File: config.mk
export PLATFORM = sky130hd
export DESIGN_NAME = icc_channel
export DESIGN_NICKNAME = d
export VERILOG_FILES = /design/src/icc_pkg.sv /design/src/icc_channel.sv /design/src/icc_fifo.sv
export VERILOG_INCLUDE_DIRS = /design/src
export SDC_FILE = /design/constraint.sdc
export NUM_CORES = 1
export LEC_CHECK = 0
export BUFFER_PORTS_ARGS = -buffer_cell sky130_fd_sc_hd__buf_4
export CAP_MARGIN = 20
export CORE_ASPECT_RATIO = 0.8
export CORE_MARGIN = 4
export CORE_UTILIZATION = 62
export DETAILED_ROUTE_END_ITERATION = 12
export PLACE_DENSITY = 0.85
export SLEW_MARGIN = 20
export SYNTH_ARGS = -nofsm -noshare
export SYNTH_HDL_FRONTEND = slang
export SYNTH_HIERARCHICAL = 1
export SYNTH_SLANG_ARGS = --single-unit
File: constraint.sdc
create_clock -name mclk -period 6.64 [get_ports mclk]
set_input_delay 0.332 -clock mclk [delete_from_list [all_inputs] [get_ports mclk]]
set_output_delay 0.332 -clock mclk [all_outputs]
set_load 0.05 [all_outputs]
File: src/icc_cfg.svh
// constants for the input capture channel
`ifndef ICC_CFG_SVH
`define ICC_CFG_SVH
`define ICC_TSEL_BIT 7
`define ICC_EPI_HI 6
`define ICC_EPI_LO 5
`define ICC_MODE_HI 2
`define ICC_MODE_LO 0
`define ICC_CTRL_RESET 16'h0000
`define ICC_DEPTH 4
`define ICC_WIDTH 16
`define ICC_CHANNELS 8
`endif

File: src/icc_pkg.sv
// types for the input capture channel
package icc_pkg;
   typedef enum logic [2:0] {
      ICC_OFF = 3'b000,
      ICC_EVERY = 3'b001,
      ICC_FALL = 3'b010,
      ICC_RISE = 3'b011,
      ICC_RISE4 = 3'b100,
      ICC_RISE16 = 3'b101,
      ICC_RSVD = 3'b110,
      ICC_WAKE = 3'b111
   } icc_mode_t;
   typedef struct packed {
      logic [15:0] timebase_a;
      logic [15:0] timebase_b;
      logic timebase_a_on;
      logic timebase_b_on;
   } icc_timers_t;
   typedef struct packed {
      logic sleep;
      logic idle;
   } icc_power_t;
endpackage

File: src/icc_channel.sv
// one input capture channel
`include "icc_cfg.svh"
module icc_channel (
   input wire logic mclk,
   input wire logic sys_rst,
   input wire logic capture_pin,
   input wire logic [15:0] capture_control_reg,
   input wire logic stop_in_idle,
   input wire logic capture_irq_enable,
   input wire logic irq_flag_clear,
   input wire logic buffer_read,
   input wire icc_pkg::icc_timers_t timers,
   input wire icc_pkg::icc_power_t power,
   output logic [15:0] capture_data,
   output logic capture_fifo_not_empty,
   output logic capture_overflow_flag,
   output logic capture_irq_flag,
   output logic capture_irq_request,
   output logic wake_request
);
   logic sync_a;
   logic sync_b;
   logic pin_prev;
   logic [3:0] pre_cnt;
   logic [1:0] evt_cnt;
   logic ovf_hold;
   logic [2:0] count;
   logic [15:0] fifo_q;

   // control field decode
   wire [2:0] mode_bits = capture_control_reg[`ICC_MODE_HI:`ICC_MODE_LO];
   wire icc_pkg::icc_mode_t mode = icc_pkg::icc_mode_t'(mode_bits);
   wire tsel = capture_control_reg[`ICC_TSEL_BIT];
   wire [1:0] epi = capture_control_reg[`ICC_EPI_HI:`ICC_EPI_LO];
   wire m_off = (mode == icc_pkg::ICC_OFF);
   wire m_every = (mode == icc_pkg::ICC_EVERY);
   wire m_fall = (mode == icc_pkg::ICC_FALL);
   wire m_rise = (mode == icc_pkg::ICC_RISE);
   wire m_rise4 = (mode == icc_pkg::ICC_RISE4);
   wire m_rise16 = (mode == icc_pkg::ICC_RISE16);
   wire m_wake = (mode == icc_pkg::ICC_WAKE);

   // time base selection
   wire [15:0] tb_val = tsel ? timers.timebase_a : timers.timebase_b;
   wire tb_on = tsel ? timers.timebase_a_on : timers.timebase_b_on;

   // edge detection on the synchronised pin
   wire rise = sync_b && !pin_prev;
   wire fall = !sync_b && pin_prev;
   wire rise_modes = m_rise || m_rise4 || m_rise16 || m_wake;
   wire raw_evt = m_every ? (rise || fall) :
      m_fall ? fall :
      rise_modes ? rise : 1'b0;

   // prescale of rising edges
   wire pre_hit4 = (pre_cnt[1:0] == 2'h3);
   wire pre_hit16 = (pre_cnt == 4'hf);
   wire pre_hit = m_rise4 ? pre_hit4 : m_rise16 ? pre_hit16 : 1'b1;

   // power state qualification
   wire low_power = power.sleep || power.idle;
   wire halted = power.sleep || (power.idle && (stop_in_idle || !tb_on));
   wire int_only = m_wake && low_power;
   wire evt = raw_evt && pre_hit && !halted;
   wire pre_adv = raw_evt && !halted && !int_only;

   // buffer control
   wire full = (count == 3'h4);
   wire pop = buffer_read && (count != 3'h0);
   wire drain_last = (count == 3'h1) && buffer_read;
   wire blocked = ovf_hold && !m_every;
   wire store = evt && !int_only && !blocked && (!full || pop || m_every);
   wire wr_done = store && (!full || pop);
   wire ovf_evt = evt && !int_only && !m_every && full && !buffer_read;

   // interrupt counting
   wire [1:0] next_evt_cnt = evt_cnt + 2'h1;
   wire cnt_done = (evt_cnt == epi);
   wire evt_irq = m_every ? store : cnt_done;
   wire set_irq = (store && evt_irq) || (m_wake && raw_evt);
   wire evt_cnt_adv = store && !m_every;

   // next values of the registered outputs
   wire [2:0] next_count = count + {2'h0, wr_done} - {2'h0, pop};
   wire next_capture_fifo_not_empty = (next_count != 3'h0);
   wire next_capture_overflow_flag = ovf_evt || (ovf_hold && !drain_last);
   wire irq_keep = capture_irq_flag && !irq_flag_clear;
   wire next_capture_irq_flag = set_irq || irq_keep;
   wire next_capture_irq_request = capture_irq_enable && next_capture_irq_flag;
   wire next_wake_request = m_wake && capture_irq_enable && raw_evt && low_power;

   icc_fifo u_fifo (
      .mclk(mclk),
      .sys_rst(sys_rst),
      .wr_en(store),
      .wr_data(tb_val),
      .rd_en(buffer_read),
      .rd_data(fifo_q),
      .count(count)
   );

   // pin synchroniser and edge history
   always_ff @(posedge mclk) begin
      if (sys_rst) begin
         sync_a <= 1'b0;
      end else begin
         sync_a <= capture_pin;
      end
   end

   always_ff @(posedge mclk) begin
      if (sys_rst) begin
         sync_b <= 1'b0;
      end else begin
         sync_b <= sync_a;
      end
   end

   always_ff @(posedge mclk) begin
      if (sys_rst) begin
         pin_prev <= 1'b0;
      end else begin
         pin_prev <= sync_b;
      end
   end

   always_ff @(posedge mclk) begin
      if (sys_rst || m_off) begin
         pre_cnt <= 4'h0;
      end else if (pre_adv) begin
         pre_cnt <= pre_cnt + 4'h1;
      end
   end

   always_ff @(posedge mclk) begin
      if (sys_rst || m_off) begin
         evt_cnt <= 2'h0;
      end else if (evt_cnt_adv) begin
         evt_cnt <= evt_irq ? 2'h0 : next_evt_cnt;
      end
   end

   // overflow held until buffer fully drained
   always_ff @(posedge mclk) begin
      if (sys_rst) begin
         ovf_hold <= 1'b0;
      end else if (ovf_evt) begin
         ovf_hold <= 1'b1;
      end else if (drain_last) begin
         ovf_hold <= 1'b0;
      end
   end

   // registered outputs, read data holds its last value when empty
   always_ff @(posedge mclk) begin
      if (sys_rst) begin
         capture_data <= 16'h0000;
      end else begin
         capture_data <= fifo_q;
      end
   end

   always_ff @(posedge mclk) begin
      if (sys_rst) begin
         capture_fifo_not_empty <= 1'b0;
      end else begin
         capture_fifo_not_empty <= next_capture_fifo_not_empty;
      end
   end

   always_ff @(posedge mclk) begin
      if (sys_rst) begin
         capture_overflow_flag <= 1'b0;
      end else begin
         capture_overflow_flag <= next_capture_overflow_flag;
      end
   end

   always_ff @(posedge mclk) begin
      if (sys_rst) begin
         capture_irq_flag <= 1'b0;
      end else begin
         capture_irq_flag <= next_capture_irq_flag;
      end
   end

   always_ff @(posedge mclk) begin
      if (sys_rst) begin
         capture_irq_request <= 1'b0;
      end else begin
         capture_irq_request <= next_capture_irq_request;
      end
   end

   always_ff @(posedge mclk) begin
      if (sys_rst) begin
         wake_request <= 1'b0;
      end else begin
         wake_request <= next_wake_request;
      end
   end
endmodule

File: src/icc_fifo.sv
// four-entry shifting capture buffer
`include "icc_cfg.svh"
module icc_fifo (
   input wire logic mclk,
   input wire logic sys_rst,
   input wire logic wr_en,
   input wire logic [`ICC_WIDTH-1:0] wr_data,
   input wire logic rd_en,
   output logic [`ICC_WIDTH-1:0] rd_data,
   output logic [2:0] count
);
   logic [`ICC_WIDTH-1:0] mem [0:`ICC_DEPTH-1];
   wire full = (count == 3'h4);
   wire do_rd = rd_en && (count != 3'h0);
   wire do_wr = wr_en && (!full || do_rd);
   wire [2:0] slot = do_rd ? count - 3'h1 : count;
   always_ff @(posedge mclk) begin
      if (sys_rst) begin
         count <= 3'h0;
      end else begin
         count <= count + {2'h0, do_wr} - {2'h0, do_rd};
      end
   end
   genvar i;
   generate
      for (i = 0; i < `ICC_DEPTH; i = i + 1) begin : g_ent
         always_ff @(posedge mclk) begin
            if (do_wr && slot == 3'(i)) begin
               mem[i] <= wr_data;
            end else if (do_rd && i < `ICC_DEPTH - 1) begin
               mem[i] <= mem[(i + 1) % `ICC_DEPTH];
            end
         end
      end
   endgenerate
   // head entry registered for read
   always_ff @(posedge mclk) begin
      if (sys_rst) begin
         rd_data <= 16'h0000;
      end else if (do_rd) begin
         rd_data <= mem[0];
      end
   end
endmodule

# ---- Word-level counts from Yosys, hierarchy flattened
# Memories as Yosys holds them, arrays and structs flattened. A register that Yosys moved wholly into a read port is not among the register bits.
# Index checks and enable logic that the tools add are counted.
# W data, S select, Z words.
dict set report classes {
  addsub 5
  n_eq_ne 14
  mux 30
  n_bitwise 3
  reduce_logical 60
}
# operator count
set op_table {}
lappend op_table {{$mux W16} 4}
lappend op_table {{$logic_and A1 B1 Y1} 31}
lappend op_table {{$mux W1} 24}
lappend op_table {{$logic_or A1 B1 Y1} 13}
lappend op_table {{$eq A3 B2 Y1 const B} 4}
lappend op_table {{$eq A3 B3 Y1 const B} 4}
lappend op_table {{$logic_not A1 Y1} 11}
lappend op_table {{$eq A3 B1 Y1 const B} 3}
lappend op_table {{$logic_not A3 Y1} 2}
lappend op_table {{$reduce_bool A3 Y1} 2}
lappend op_table {{$add A4 B1 Y4 const B} 1}
lappend op_table {{$eq A4 B4 Y1 const B} 1}
lappend op_table {{$add A3 B1 Y3} 1}
lappend op_table {{$mux W3} 1}
lappend op_table {{$or A1 B1 Y1} 3}
lappend op_table {{$sub A3 B1 Y3} 1}
lappend op_table {{$sub A3 B1 Y3 const B} 1}
lappend op_table {{$add A2 B1 Y2 const B} 1}
lappend op_table {{$eq A2 B2 Y1} 1}
lappend op_table {{$eq A2 B2 Y1 const B} 1}
lappend op_table {{$mux W2} 1}
lappend op_table {{$reduce_bool A2 Y1} 1}
dict set report totals {
  ff_bits 34
  ram_bits 64
  in_bits 59
  output_inout_bits 21
  word_cells 126
  mem_count 1
}
# name depth word_bits read_ports rd_clocked_by_memory_dff write_ports line
set mem_list {}
lappend mem_list {u_fifo.mem 4 16 4 1 4 icc_fifo.sv:12} ;# logic [`ICC_WIDTH-1:0] mem [0:`ICC_DEPTH-1];

# ---- Logic depth before layout (Yosys ltp)
dict set report logic_depth {
  word_depth 17
  depth_mapped 17
}

# ---- By module
# Netlist, hierarchy kept.
# mod n_inst cells_each area_per_inst_um2 seq_area_each_um2
set modules_own_cells {}
lappend modules_own_cells {icc_fifo 1 426 4485.6 2302.2}
lappend modules_own_cells {icc_channel 1 149 1483.9 620.6}

# ---- Least setup slack after synthesis
# OpenSTA, ideal clock, no wires.
dict set report synth_path {
  path_kind {reg2reg}
  startpoint {register sync_b}
  endpoint {memory u_fifo/mem[0][0] (netlist bit), enable pin}
  t_arrival_ns 3.339
  slack_ns 2.887
  stages_incl_launch_ff 11
  n_path_buf 2
  synth_period_minus_slack_ns 3.753
  path_cell_list {dfxtp_1 inv_1 ha_1 nor4b_1 a211oi_1 or3_1 buf_2 nor2_1 clkbuf_1 nand3_1 o31ai_1}
}
# item line
set synth_rtl {}
lappend synth_rtl {{from (decl)} icc_channel.sv:22} ;# logic sync_b;
lappend synth_rtl {{from (signal assigned)} icc_channel.sv:115} ;# sync_b <= sync_a;
lappend synth_rtl {{to (decl)} icc_fifo.sv:12}

==> flow_summary_export.csv <==
group,metric,value,unit
yosys,seq_area_frac_synth,49.0,%
place,place_ws,2.90,ns
yosys,yosysUniqueCellTypes,47,
timing,worst_slack,2.83,ns
worst_setup_path,cp_cell_sequence,"inv_1, ha_1, nor4b_1, a211oi_1, or3_1, nor2_2, buf_4, nand3_1, nor3_2, o311ai_0",
die,ioPinCount,80,
pwr,p_leak,2.73,nW
clocking,htree_levels,4,
timing,period_minus_slack,3.81,ns
global_routing,met1_usage,31.4,%
timing,rsz0062_at_grt,"false",
timing,hold_violations,0,
layout,multi_input_area,2630,sq um
clocking,postCtsSetupBuffers,0,
outcome,outcome,"complete, no violations",
worst_setup_path,max_stage_delay,0.81,ns
clocking,cts_max_path_buffers,2,
worst_setup_path,slowest_stage,"nor3_2",
worst_setup_path,start_kind,"flop",
yosys,ys_ff_latch,114,
worst_setup_path,crit_type,"reg -> reg",
timing,fin_skew,0.00596,ns
worst_setup_path,rr_endpoint,"u_fifo/mem[0][3]",
yosys,yosysWarnings,6,
worst_setup_path,critical_path.endpoint_type,"flop",
route,first_pass_iters,5,
worst_hold_path,hold_end,"sync_a",
die,die_area,11300,sq um
global_routing,use_met2,40.5,%
timing,worst_slew_pin_slew,1.11,ns
yosys,synth_area_leaders,"edfxtp_1 32%, dfxtp_1 17%, and3b_1 4.7%",
worst_setup_path,reg2reg_from,"sync_b",
layout,seq_area,2920,sq um
layout,drive_gt1_share,23.0,%
clocking,clock-sinks,114,
worst_setup_path,reg2reg_depth,10,
yosys,yosysTopAreaCellShare,32.2,%
yosys,synth_ff_type,"edfxtp_1",
pwr,ir_worst_vdd,0.269,mV
layout,syn_to_final_growth,18.6,%
route,drc,0,
yosys,synth_edf_count,64,
route,wl_per_cell,18.2,um
clocking,cts_hold_buf,0,
yosys,synth_nets,645,
clocking,clock_latency,0.41,ns
global_routing,grt_first_pass_wirelength,22300,um
timing,fmax,0.262,GHz
global_routing,busiest_layer,"met2",
timing,setup_viol,0,
layout,diodes,0,
die,die_w,118,um
layout,fin_util,76.7,%
die,std_cell_rows,31,
global_routing,grt_overflow,0,
clocking,cts_resized,0,
worst_setup_path,worstPathArrival,3.88,ns
global_routing,first_global_vias,4567,
route,routed_wirelength,13600,um
clocking,cts_tree,"done",
place,place.detailed.hpwl,8030,um
yosys,netlist_area,5970,sq um
yosys,async_flop_share,0,%
layout,fin_nets,687,
clocking,path_clk_slew,0.05,ns
route,drt_iter0_drc,580,
die,coreArea,9230,sq um
yosys,synth_top_area_cell,"edfxtp_1",
global_routing,grt_use_met3,7.81,%
yosys,syn_area_per_cell,10.4,sq um
worst_setup_path,rrSetupSlack,2.83,ns
yosys,syn_inst,575,
global_routing,antenna_found_initial,0,
place,portBuffers,69,
job,drv_cap,0,
timing,final.setup.tns,0,ns
timing,finalMaxSlewViolations,0,
layout,instances_no_fill,745,
route,vias,4851,
die,die_y,95.8,um
worst_setup_path,critPathRequiredTime,6.70,ns
clocking,numCtsBuffers,17,
pwr,power.density,396,nW/um^2
route,ant_nets,0,
route,viasPerCell,6.51,
place,place_congestion,0.818,
timing,slew_headroom,26.1,%
global_routing,global_route.usage.total,24.6,%
worst_setup_path,cp_max_fo,38,
clocking,cts_root_buf,"clkbuf_16",
worst_hold_path,hp-class,"in -> reg",
timing,min_period_over_period,57.4,%
worst_hold_path,worstHoldStart,"capture_pin",
place,dpl.cell_count,713,
layout,nFillCells,592,
die,start_util,64.7,%
global_routing,grt_max_degree,62,
worst_hold_path,hold_path_depth,2,
[area by class of cell]
class / count / share of cell area [%]
Sequential cell: 114 / 41.3
Multi-Input combinational cell: 346 / 37.2
Timing Repair Buffer: 78 / 8.27
Clock buffer: 20 / 6.59
Inverter: 60 / 3.18
Tap cell: 115 / 2.03
Clock inverter: 12 / 1.45
[sequential cells by signal (all words and copies together) (netlist names)]
name / count
sync_b: 1
sync_a: 1
pin_prev: 1
capture_data: 16
capture_irq_flag: 1
capture_overflow_flag: 1
evt_cnt: 2
u_fifo/mem: 64
pre_cnt: 4
ovf_hold: 1
capture_irq_request: 1
wake_request: 1
u_fifo/rd_data: 16
u_fifo/count: 3
capture_fifo_not_empty: 1
[how the worst max path moves through the flow]
stage,from,to,slack (ns),depth (start not counted)
2_1_floorplan,sync_b,u_fifo/mem[0][0],2.89,10
3_3_place_gp,capture_control_reg[7],u_fifo/mem[2][1],3.01,9
3_5_place_dp,capture_control_reg[7],u_fifo/count[2],2.90,14
4_1_cts,sync_b,u_fifo/mem[2][0],2.91,10
5_1_grt,sync_b,u_fifo/mem[0][3],2.59,10
6_report,sync_b,u_fifo/mem[0][3],2.83,10
[synth_stat cells (5+ instances only)]
cell type and number:
edfxtp_1 64, inv_1 60, dfxtp_1 50, clkbuf_1 34
o21ai_0 34, and3b_1 32, nand4_1 32, o311ai_1 31
a21oi_1 28, nor2b_1 22, nand3_1 20, nand3b_1 20
or4_1 18, mux2_2 17, buf_2 13, o311ai_0 13
nor2_1 10, ha_1 9, xnor2_1 8, nand2b_1 5
[cell usage in the layout, fill, tap and decap left out, types with 3 or more instances in the layout]
master,Yosys,routed
or3_1,3,3
clkbuf_16,0,17
nand4_1,32,32
nor2b_1,22,21
o311ai_2,4,4
mux2_2,17,17
or4_1,18,18
dfxtp_1,50,50
buf_4,1,78
nor4b_1,3,3
edfxtp_1,64,64
o311ai_1,31,31
nor2_1,10,9
clkinv_2,0,3
nand3_1,20,20
nand3b_1,20,20
a21oi_1,28,28
nand2b_1,5,5
xnor2_1,8,8
and3b_1,32,32
inv_4,0,5
o311ai_0,13,13
inv_1,60,60
o21ai_0,34,34
ha_1,9,9
clkinv_4,0,3
clkbuf_8,0,3
nand2_1,4,4
[layer usage]
| metal | routed length, um | part of all wire [%] |
|---|---|---|
| met3 | 1340 | 9.8 |
| met4 | 169 | 1.2 |
| met5 | 0 | 0 |
| met2 | 6510 | 48 |
| met1 | 5540 | 41 |
[report_power, final]
part / total (W) / switching, W / leakage (nW) / internal [W]
Clock: 0.000864 / 0.000321 / 0.292 / 0.000544
Sequential: 0.00101 / 0.0000549 / 1.00 / 0.000958
Combinational: 0.000926 / 0.000594 / 1.43 / 0.000332
Total: 0.00280 / 0.000970 / 2.73 / 0.00183
[worst max-delay path, delay by kind of cell (launching register included)]
family / cells / cell delay, ns
adders and majority gates: 1 / 0.29
DFF: 1 / 0.35
AOI/OAI and AO/OA: 2 / 0.49
and+or+nand+nor: 5 / 1.86
buffers and inverters: 2 / 0.46
[cell families (layout without fill, tap and decap cells)]
kind of cell               after synthesis  count (layout)  synth area share [%]
xor gates and xnor gates                 8               8                  1.17
AOI/OAI and AO/OA                      126             126                  15.1
adders and majority gates               11              11                  2.56
and+or+nand+nor                        182             182                  20.8
DFF                                    114             114                  49.0
muxes                                   19              19                  3.54
buffers and inverters                  115             170                  7.86
[metrics by stage]
step | hold slack, ns | power [W] | cell area, sq um
6_report | 0.155 | 0.00280 | 7080
5_1_grt | 0.147 | 0.00295 | 7080
4_1_cts | 0.146 | 0.00279 | 7070
3_5_place_dp | 0.436 | 0.00192 | 6500
3_3_place_gp | 0.435 | 0.00188 | 6500
2_1_floorplan | 0.404 | 0.00170 | 5970
(Power assumes the default switching activity.)
